===== src/rt_mode_pkg.sv =====
// constants for the remote terminal mode command and status word handler
package rt_mode_pkg;

  // ------------------------------------------------------------------
  // register map (byte addresses)
  // ------------------------------------------------------------------
  localparam logic [7:0] OFF_CTRL    = 8'h00;
  localparam logic [7:0] OFF_VECTOR  = 8'h04;
  localparam logic [7:0] OFF_BITWORD = 8'h08;
  localparam logic [7:0] OFF_STATUS  = 8'h0C;
  localparam logic [7:0] OFF_LASTCMD = 8'h10;

  localparam logic [4:0]  CTRL_RST    = 5'h00;
  localparam logic [15:0] VECTOR_RST  = 16'h0000;
  localparam logic [15:0] BITWORD_RST = 16'h0000;
  localparam logic [15:0] LASTCMD_RST = 16'h0000;

  // control register fields
  localparam int CTRL_SVC    = 0;
  localparam int CTRL_SUBSYS = 1;
  localparam int CTRL_FAIL   = 2;
  localparam int CTRL_BLOCK  = 3;
  localparam int CTRL_TFAULT = 4;
  localparam int CTRL_W      = 5;

  // ------------------------------------------------------------------
  // status word layout (bit time 9 sits at bit 10, bit time 19 at bit 0)
  // ------------------------------------------------------------------
  localparam int ST_ADDR_HI = 15;
  localparam int ST_ADDR_LO = 11;
  localparam int ST_MSG_ERR = 10;
  localparam int ST_INSTR   = 9;
  localparam int ST_SVC     = 8;
  localparam int ST_RSV_HI  = 7;
  localparam int ST_RSV_LO  = 5;
  localparam int ST_BCAST   = 4;
  localparam int ST_BUSY    = 3;
  localparam int ST_SUBSYS  = 2;
  localparam int ST_DBCA    = 1;
  localparam int ST_TFLAG   = 0;

  // pass/fail position in the built-in-test word, 1 means no-go
  localparam int BIT_NOGO = 0;

  // ------------------------------------------------------------------
  // command word fields and codes
  // ------------------------------------------------------------------
  localparam int CW_TR = 10;

  localparam logic [4:0] SA_MODE_A   = 5'h00;
  localparam logic [4:0] SA_MODE_B   = 5'h1F;
  localparam logic [4:0] ADDR_BCAST  = 5'h1F;
  localparam logic [4:0] ADDR_TERM_A = 5'h03;
  localparam logic [4:0] ADDR_TERM_B = 5'h08;
  localparam logic [4:0] SA_A_LO     = 5'h07;
  localparam logic [4:0] SA_A_HI     = 5'h1D;
  localparam logic [4:0] SA_B_0      = 5'h02;
  localparam logic [4:0] SA_B_1      = 5'h04;
  localparam logic [4:0] SA_B_2      = 5'h0E;
  localparam logic [4:0] SA_B_3      = 5'h12;
  localparam logic [4:0] SA_B_4      = 5'h18;
  localparam logic [4:0] SA_B_5      = 5'h1D;

  localparam logic [4:0] MC_SYNC       = 5'h01;
  localparam logic [4:0] MC_TX_STATUS  = 5'h02;
  localparam logic [4:0] MC_SELF_TEST  = 5'h03;
  localparam logic [4:0] MC_TX_SHUT    = 5'h04;
  localparam logic [4:0] MC_OVR_SHUT   = 5'h05;
  localparam logic [4:0] MC_INH_TF     = 5'h06;
  localparam logic [4:0] MC_OVR_INH_TF = 5'h07;
  localparam logic [4:0] MC_RESET      = 5'h08;
  localparam logic [4:0] MC_TX_VECTOR  = 5'h10;
  localparam logic [4:0] MC_SYNC_DATA  = 5'h11;
  localparam logic [4:0] MC_TX_LAST    = 5'h12;
  localparam logic [4:0] MC_TX_BIT     = 5'h13;
  localparam logic [4:0] MC_SEL_SHUT   = 5'h14;
  localparam logic [4:0] MC_OVR_SEL    = 5'h15;

  // ------------------------------------------------------------------
  // bus answers
  // ------------------------------------------------------------------
  localparam logic [1:0] RESP_OKAY   = 2'h0;
  localparam logic [1:0] RESP_SLVERR = 2'h2;

endpackage


===== src/rt_mode_status_handler.sv =====
// remote terminal mode command screening and status word builder
module rt_mode_status_handler
  import rt_mode_pkg::*;
(
  input  wire logic        CLK_SYS,
  input  wire logic        RST_B,
  input  wire logic        CE,
  input  wire logic [4:0]  RT_ADDR,
  input  wire logic        CMD_VALID,
  input  wire logic [15:0] CMD_WORD,
  output logic             RESP_VALID,
  output logic [15:0]      RESP_STATUS,
  output logic             RESP_DATA_VALID,
  output logic [15:0]      RESP_DATA,
  output logic             CMD_ILLEGAL,
  input  wire logic [7:0]  AWADDR,
  input  wire logic        AWVALID,
  output logic             AWREADY,
  input  wire logic [31:0] WDATA,
  input  wire logic [3:0]  WSTRB,
  input  wire logic        WVALID,
  output logic             WREADY,
  output logic [1:0]       BRESP,
  output logic             BVALID,
  input  wire logic        BREADY,
  input  wire logic [7:0]  ARADDR,
  input  wire logic        ARVALID,
  output logic             ARREADY,
  output logic [31:0]      RDATA,
  output logic [1:0]       RRESP,
  output logic             RVALID,
  input  wire logic        RREADY
);

  typedef struct packed {
    logic              aw_full;
    logic [7:0]        aw_addr;
    logic              w_full;
    logic [31:0]       w_data;
    logic [3:0]        w_strb;
    logic              awready;
    logic              wready;
    logic              bvalid;
    logic [1:0]        bresp;
    logic              arready;
    logic              rvalid;
    logic [1:0]        rresp;
    logic [31:0]       rdata;
    logic [CTRL_W-1:0] ctrl;
    logic [15:0]       vector;
    logic [15:0]       bitword;
    logic [15:0]       last_cmd;
    logic              msg_err;
    logic              bcast_rcvd;
    logic              resp_valid;
    logic [15:0]       resp_status;
    logic              data_valid;
    logic [15:0]       resp_data;
    logic              illegal;
  } state_t;

  localparam state_t STATE_RST = '{
    ctrl: CTRL_RST, vector: VECTOR_RST, bitword: BITWORD_RST,
    last_cmd: LASTCMD_RST, default: '0};

  logic [1:0] rst_sync;
  logic       rst_n;
  state_t     s;
  state_t     next_s;

  // ------------------------------------------------------------------
  // decoding helpers
  // ------------------------------------------------------------------
  function automatic logic is_mode(input logic [15:0] cmd);
    return cmd[9:5] == SA_MODE_A || cmd[9:5] == SA_MODE_B;
  endfunction

  function automatic logic is_illegal(input logic [15:0] cmd,
                                      input logic [4:0]  rt);
    logic [4:0] sa;
    logic       bad;
    sa  = cmd[9:5];
    bad = 1'b0;
    if (is_mode(cmd)) begin
      // synchronize with and without data, selected shutdowns and reserved codes
      // fall into the default arm
      case (cmd[4:0])
        MC_TX_STATUS, MC_SELF_TEST, MC_TX_SHUT, MC_OVR_SHUT, MC_INH_TF,
        MC_OVR_INH_TF, MC_RESET, MC_TX_VECTOR, MC_TX_LAST,
        MC_TX_BIT: bad = 1'b0;
        default:   bad = 1'b1;
      endcase
    end else if (rt == ADDR_TERM_A) begin
      bad = sa >= SA_A_LO && sa <= SA_A_HI;
    end else if (rt == ADDR_TERM_B) begin
      bad = sa == SA_B_0 || sa == SA_B_1 || sa == SA_B_2 ||
            sa == SA_B_3 || sa == SA_B_4 || sa == SA_B_5;
    end
    return bad;
  endfunction

  function automatic logic [15:0] status_word(input logic [4:0]        rt,
                                              input logic              me,
                                              input logic              bc,
                                              input logic [CTRL_W-1:0] c);
    logic [15:0] w;
    w = 16'h0000;  // spare bits stay zero
    w[ST_ADDR_HI:ST_ADDR_LO] = rt;
    w[ST_MSG_ERR] = me;
    w[ST_SVC]     = c[CTRL_SVC];
    w[ST_BCAST]   = bc;
    w[ST_BUSY]    = c[CTRL_FAIL] | c[CTRL_BLOCK];
    w[ST_SUBSYS]  = c[CTRL_SUBSYS];
    w[ST_TFLAG]   = c[CTRL_TFAULT];
    return w;
  endfunction

  function automatic logic [31:0] merge(input logic [31:0] old,
                                        input logic [31:0] nw,
                                        input logic [3:0]  strb);
    logic [31:0] r;
    r = old;
    for (int i = 0; i < 4; i++) begin
      if (strb[i]) begin
        r[i*8 +: 8] = nw[i*8 +: 8];
      end
    end
    return r;
  endfunction

  // ------------------------------------------------------------------
  // reset release
  // ------------------------------------------------------------------
  always_ff @(posedge CLK_SYS or negedge RST_B) begin
    if (!RST_B) begin
      rst_sync <= 2'b00;
    end else begin
      rst_sync <= {rst_sync[0], 1'b1};
    end
  end
  assign rst_n = rst_sync[1];

  // ------------------------------------------------------------------
  // next state
  // ------------------------------------------------------------------
  always_comb begin
    logic        addressed;
    logic        bcast;
    logic        ill;
    logic        mode_ok;
    logic [4:0]  mc;
    logic [31:0] wr;
    addressed = 1'b0;
    bcast     = 1'b0;
    ill       = 1'b0;
    mode_ok   = 1'b0;
    mc        = CMD_WORD[4:0];
    wr        = 32'h0000_0000;
    next_s    = s;
    next_s.resp_valid = 1'b0;
    next_s.data_valid = 1'b0;
    next_s.illegal    = 1'b0;

    // command screening
    bcast     = CMD_WORD[15:11] == ADDR_BCAST;
    addressed = CMD_VALID && (CMD_WORD[15:11] == RT_ADDR || bcast);
    ill       = is_illegal(CMD_WORD, RT_ADDR);
    mode_ok   = is_mode(CMD_WORD) && !ill;
    if (addressed) begin
      next_s.illegal = ill;
      // status and last-command requests must not disturb what they report
      if (!(mode_ok && (mc == MC_TX_STATUS || mc == MC_TX_LAST))) begin
        next_s.msg_err    = ill;
        next_s.bcast_rcvd = bcast;
        next_s.last_cmd   = CMD_WORD;
      end
      if (mode_ok && mc == MC_RESET) begin
        next_s.msg_err        = 1'b0;
        next_s.bcast_rcvd     = 1'b0;
        next_s.ctrl[CTRL_SVC] = 1'b0;
      end
      if (mode_ok && mc == MC_TX_VECTOR && !bcast) begin
        next_s.ctrl[CTRL_SVC] = 1'b0;
      end
      if (!bcast) begin
        next_s.resp_valid = 1'b1;
        // illegal commands never get data words
        next_s.data_valid = mode_ok && CMD_WORD[CW_TR] &&
                            (mc == MC_TX_VECTOR || mc == MC_TX_LAST ||
                             mc == MC_TX_BIT);
        case (mc)
          MC_TX_LAST: next_s.resp_data = s.last_cmd;
          MC_TX_BIT: begin
            next_s.resp_data = s.bitword;
            next_s.resp_data[BIT_NOGO] =
              s.ctrl[CTRL_TFAULT] | s.ctrl[CTRL_FAIL];
          end
          default: next_s.resp_data = s.vector;
        endcase
      end
      next_s.resp_status = status_word(RT_ADDR, next_s.msg_err,
                                       next_s.bcast_rcvd, next_s.ctrl);
    end

    // ----------------------------------------------------------------
    // register bus: write side
    // ----------------------------------------------------------------
    if (AWVALID && s.awready) begin
      next_s.aw_full = 1'b1;
      next_s.aw_addr = AWADDR;
    end
    if (WVALID && s.wready) begin
      next_s.w_full = 1'b1;
      next_s.w_data = WDATA;
      next_s.w_strb = WSTRB;
    end
    if (s.bvalid && BREADY) begin
      next_s.bvalid = 1'b0;
    end
    if (s.aw_full && s.w_full && !s.bvalid) begin
      next_s.aw_full = 1'b0;
      next_s.w_full  = 1'b0;
      next_s.bvalid  = 1'b1;
      next_s.bresp   = RESP_OKAY;
      case (s.aw_addr)
        OFF_CTRL: begin
          wr = merge({27'h0, s.ctrl}, s.w_data, s.w_strb);
          // a software request wins over the clear by a vector command
          next_s.ctrl = wr[CTRL_W-1:0] |
                        {{(CTRL_W-1){1'b0}}, next_s.ctrl[CTRL_SVC]} &
                        {{(CTRL_W-1){1'b0}}, wr[CTRL_SVC]};
          next_s.ctrl[CTRL_SVC] = wr[CTRL_SVC] &
                                  (next_s.ctrl[CTRL_SVC] | ~s.ctrl[CTRL_SVC]
                                   | s.w_strb[0]);
        end
        OFF_VECTOR: begin
          wr = merge({16'h0000, s.vector}, s.w_data, s.w_strb);
          next_s.vector = wr[15:0];
        end
        OFF_BITWORD: begin
          wr = merge({16'h0000, s.bitword}, s.w_data, s.w_strb);
          next_s.bitword = wr[15:0];
        end
        OFF_STATUS, OFF_LASTCMD: next_s.bresp = RESP_OKAY;
        default:                 next_s.bresp = RESP_SLVERR;
      endcase
    end
    next_s.awready = !next_s.aw_full && !next_s.bvalid;
    next_s.wready  = !next_s.w_full && !next_s.bvalid;

    // ----------------------------------------------------------------
    // register bus: read side, answered one cycle after acceptance
    // ----------------------------------------------------------------
    if (s.rvalid && RREADY) begin
      next_s.rvalid = 1'b0;
    end
    if (ARVALID && s.arready) begin
      next_s.rvalid = 1'b1;
      next_s.rresp  = RESP_OKAY;
      case (ARADDR)
        OFF_CTRL:    next_s.rdata = {27'h0, s.ctrl};
        OFF_VECTOR:  next_s.rdata = {16'h0000, s.vector};
        OFF_BITWORD: next_s.rdata = {16'h0000, s.bitword};
        OFF_STATUS:  next_s.rdata = {16'h0000, status_word(RT_ADDR,
                                     s.msg_err, s.bcast_rcvd, s.ctrl)};
        OFF_LASTCMD: next_s.rdata = {16'h0000, s.last_cmd};
        default: begin
          next_s.rdata = 32'h0000_0000;
          next_s.rresp = RESP_SLVERR;
        end
      endcase
    end
    next_s.arready = !next_s.rvalid;
  end

  always_ff @(posedge CLK_SYS or negedge rst_n) begin
    if (!rst_n) begin
      s <= STATE_RST;
    end else if (CE) begin
      s <= next_s;
    end
  end

  assign RESP_VALID      = s.resp_valid;
  assign RESP_STATUS     = s.resp_status;
  assign RESP_DATA_VALID = s.data_valid;
  assign RESP_DATA       = s.resp_data;
  assign CMD_ILLEGAL     = s.illegal;
  assign AWREADY         = s.awready;
  assign WREADY          = s.wready;
  assign BVALID          = s.bvalid;
  assign BRESP           = s.bresp;
  assign ARREADY         = s.arready;
  assign RVALID          = s.rvalid;
  assign RRESP           = s.rresp;
  assign RDATA           = s.rdata;
endmodule


===== config.mk =====
export PLATFORM = sky130hd
export DESIGN_NAME = rt_mode_status_handler
export DESIGN_NICKNAME = d
export VERILOG_FILES = /design/src/rt_mode_pkg.sv /design/src/rt_mode_status_handler.sv
export SDC_FILE = /design/constraint.sdc
export NUM_CORES = 1
export LEC_CHECK = 0
export BUFFER_PORTS_ARGS = -buffer_cell sky130_fd_sc_hd__buf_4
export CAP_MARGIN = 20
export CORE_MARGIN = 8
export CORE_UTILIZATION = 25
export CTS_CLUSTER_SIZE = 25
export DETAILED_ROUTE_END_ITERATION = 6
export GPL_TIMING_DRIVEN = 1
export SYNTH_ARGS = -nofsm -noshare
export SYNTH_HDL_FRONTEND = slang
export SYNTH_SLANG_ARGS = --single-unit

===== constraint.sdc =====
create_clock -name CLK_SYS -period 5.65 [get_ports CLK_SYS]
set_clock_uncertainty 0.2 [all_clocks]
set_input_delay 0.565 -clock CLK_SYS [delete_from_list [all_inputs] [get_ports CLK_SYS]]
set_output_delay 0.565 -clock CLK_SYS [all_outputs]
set_load 0.01 [all_outputs]

==> results <==
- In this run, synthesis inferred 0 flip-flops with an integrated enable.
- The count of buffers added on input and output ports is 116.
- The number of standard cells after synthesis is 615.
- Setup repair after global routing left no endpoint under its margin.
- The starting density of the core is 25.5%.
- After layout, the minimum clock period comes to 2370 ps.
- The number of I/O pins is 158.
- Combinational logic is responsible for 16.2% of the overall power.
- The total net switching power is 858 µW.
- On the critical path, the stage with the largest delay is an instance of sky130_fd_sc_hd__nor2_2.
- Once the clock tree was built, the setup fixing pass inserted 0 buffers.
- The number of vias per cell is 4.65.
- The total DRC errors in the routed layout is 0.
- Global routing used 11.6% of the available tracks across all layers.
- The stage delay of the slowest cell on the critical path is 520 ps.
- Buffers inserted during clock tree synthesis total 17.
- Of the cells placed in the final design, the portion with a size suffix greater than 1 is 37.0%.
- The quantity of gates resized following cts is 0.
- The TritonCTS clock tree is yes.
- Once detail routing completed, the nets flagged for antenna violations numbered 0.
- Each instance of the synthesized netlist takes up on average 11.2 µm².
- The share of the Yosys chip area taken by registers is 49.5%.
- The routing layer with the top usage in global route is met2.
- The post-CTS clock slew at the launch and capture registers of the worst setup and hold paths is 60 ps.
- The clock network burns 40.2% of the power.
- The area inside the core boundary is 27,000 µm².
- The arrival time of data at the critical path endpoint is 2470 ps.
- For this run, the number of Yosys warnings is 0.
- The repair_antennas step left the layout with diodes totalling 0.
- The routed wire length is 19,400 µm.
- The tightest min-delay check is of the register to register type.
- The cell at the root of the clock tree is sky130_fd_sc_hd__clkbuf_16.
- For met1 alone, demand over resource in global routing was 15.2%.
- The max-slew violation count came to 0.
- The final setup violation count is 0.
- The starting DRC count in detailed routing is 421.
- The relative slew slack is 31.0%.
- The fmax is 422 MHz.
- The fraction of synthesis flops using an asynchronous set or reset pin is 100%.
- The number of fill cells is 2,746.
- The final standard cell utilization of the core is 31.0%.
- Counting every sink on the clock net gives 136.
- The overall via count from detail_route is 4,817.
- In the global route stage, met3 resource usage came out at 3.97%.
- The startpoint-to-endpoint class of the critical path is register to register.
- The per-cell routed wire length is 18.7 µm.
- The first global-routing pass estimated 29,500 µm of wire.
- In the final timing run, aggregate negative setup slack is 0 ps.
- In this run switching power makes up 27.3% of total power.
- STA puts the critical path data required time at 5750 ps.
- The met2 routing resource usage after global routing is 17.7%.
- The wire-length estimate of the detail-placed layout is 14,700 µm.
- Of all nets on the critical path, the largest fanout is 8.
- The run finished with clean final reports.
- The post-synthesis instance area is 6870 µm².
- Global routing finished with a remaining overflow of 0.
- For this run, the leading register cell type out of synthesis is sky130_fd_sc_hd__dfrtp_1.
- After layout, the worst path uses 41.9% of the clock period.
- The CTS H-tree depth is 4.
- The critical path launch point type is a register.
- Across the run, the number of max-cap violations was 0.
- Entering global routing, the biggest net connects 79 pins.
- Traced cell by cell, the critical path runs through nor4_2 > nand4_1 > nor2_2 > mux2_2.
- In this run the deepest clock path goes through 2 buffers.
- The length of the first detailed-routing pass in iterations is 5.
- Internal power comes to 2280 µW.
- For this design the ratio of total power to cell area is 376 nW/µm².
- The initial antenna violation count is 1.
- Routability-driven placement finished with a final weighted congestion of 0.822.
- The register bit count reported by yosys is 136.
- The die is 182 µm tall.
- The net count of the finished layout is 766.
- The worst setup path is captured at a register.
- The area growth from synthesis to layout is 21.6%.
- Buffers inserted to repair hold after CTS numbered 1.
- The die is 182 µm wide.
- The full die area is 33,100 µm².
- The share of total power dissipated in sequential elements is 43.6%.
- The total chip power is 3140 µW.
- The worst-case vdd ir drop is 0.162 mV.
- Row generation in the floorplan step produced 60 rows.
- The final hold violation count is 0.
- Clock latency on the worst-skew pair, taken at its later pin, is 420 ps.
- The number of global-route vias before repair is 4,840.
- The transition time at the pin with the least slew margin is 1040 ps.
- The leakage dissipation is 0.00381 µW.
- The distinct cell type count after synthesis is 60.
-- area by class of cell --
| class | count | area (µm²) | share of cell area [%] |
|---|---|---|---|
| repair buffers | 123 | 952 | 11.4 |
| flip-flops and latches | 136 | 3410 | 40.8 |
| multi-input cells | 392 | 2850 | 34.2 |
| clock buffers | 18 | 439 | 5.26 |
| clock inverters | 12 | 225 | 2.70 |
| inverters | 14 | 52.6 | 0.629 |
| well taps | 341 | 427 | 5.11 |
-- power by group through the flow --
stage / Sequential [µW] / Combinational [µW] / Clock [µW]
finish: 1370 / 510 / 1260
global route: 1400 / 565 / 1330
CTS: 1380 / 506 / 1290
detailed placement: 1400 / 505 / 0
global placement: 1390 / 492 / 0
floorplan: 1310 / 374 / 0
-- worst max-delay path: cells and delay by family, from the launching register on --
| kind | cells | cell delay [ps] |
|---|---|---|
| and+or+nand+nor | 3 | 1250 |
| DFF | 1 | 400 |
| muxes | 1 | 390 |
-- placed cells by master, fill, tap and decap left out, types with 5 or more instances in the layout --
master                      synthesis  routed
sky130_fd_sc_hd__a21oi_1           15      15
sky130_fd_sc_hd__a22o_1             6       6
sky130_fd_sc_hd__a22oi_1           26      26
sky130_fd_sc_hd__buf_4             68     119
sky130_fd_sc_hd__bufinv_16          0       6
sky130_fd_sc_hd__clkbuf_16          0      17
sky130_fd_sc_hd__conb_1             2      24
sky130_fd_sc_hd__dfrtp_1          136     135
sky130_fd_sc_hd__inv_1             14      14
sky130_fd_sc_hd__mux2_2            81      81
sky130_fd_sc_hd__mux2_4             8       8
sky130_fd_sc_hd__mux2i_1           18      18
sky130_fd_sc_hd__nand2_1           53      53
sky130_fd_sc_hd__nand2b_1           5       5
sky130_fd_sc_hd__nand3_1            9       9
sky130_fd_sc_hd__nand4_1            5       5
sky130_fd_sc_hd__nor2_1            17      17
sky130_fd_sc_hd__nor2b_1            6       6
sky130_fd_sc_hd__o21ai_0           50      50
sky130_fd_sc_hd__o22ai_1            5       5
sky130_fd_sc_hd__o2bb2ai_1          8       8
sky130_fd_sc_hd__xor2_1             5       5
-- Yosys cell counts, drive strengths merged (2+ instances only) --
cell type,n,area share [%]
nand2,53,2.9
buf,77,8.4
o32ai,2,0.25
a22o,6,0.76
or4,2,0.27
nand3,11,1.1
dfrtp,136,50
nor3,5,0.44
o21ai,50,3.6
nor4b,2,0.25
xor2,5,0.64
mux2i,18,2.6
a22oi,26,2.8
a31oi,2,0.18
o211ai,2,0.22
clkbuf,18,1.0
a21oi,15,1.1
o22ai,6,0.75
and2,3,0.31
mux2,89,15
o2111ai,2,0.25
nor2b,6,0.55
or2,2,0.18
nor2,22,1.5
a21o,2,0.22
o2bb2ai,8,1.0
nand4,5,0.46
inv,14,0.76
nand2b,5,0.46
nand3b,3,0.33
conb,2,0.11
-- sequential cells by signal (all words and copies together) (netlist names), 2 cells and up, named ones only --
register	count
s	80
RDATA	16
RESP_DATA	16
RESP_STATUS	11
rst_sync	2
-- kinds of logic (layout without fill, tap and decap cells) --
group | Yosys count | count (layout) | synth area share (%)
DFF | 136 | 136 | 49.5
AOI/OAI and AO/OA | 129 | 129 | 12.3
and+or+nand+nor | 126 | 126 | 9.56
buffers and inverters | 109 | 167 | 10.2
muxes | 107 | 107 | 17.6
xor gates and xnor gates | 6 | 6 | 0.765
other | 2 | 24 | 0.109
-- per-stage QoR --
stage	std cells	setup WS, ps	hold WS [ps]	area (µm²)
after global routing	1036	3130	152	8360
after detailed placement	1003	2950	137	7640
final	1036	3280	148	8360
after floorplan	637	1380	69.4	6960
after global placement	1002	2940	137	7630
after CTS	1034	3280	151	8320
-- layer usage --
layer | vias to the layer above | share of wire, % | routed length [µm]
met2 | 175 | 45 | 8650
met3 | 28 | 7.7 | 1500
met1 | 2360 | 45 | 8740
met4 | 2 | 2.5 | 486
li1 | 2252 | - | -
met5 | - | 0.067 | 13
-- worst paths after layout --
path | endpoint | slack (ps) | depth (start not counted) | from
min in group asynchronous | s[144] | 160 | 1 | rst_sync[1]
setup reg to reg | s[84] | 3280 | 4 | s[172]
hold reg to reg | rst_sync[1] | 150 | 0 | rst_sync[0]
setup / recovery | s[84] | 3280 | 4 | s[172]
max in group asynchronous | s[51] | 4010 | 2 | rst_sync[1]
hold / removal | rst_sync[1] | 150 | 0 | rst_sync[0]
Power figures use the tool's default switching activity.
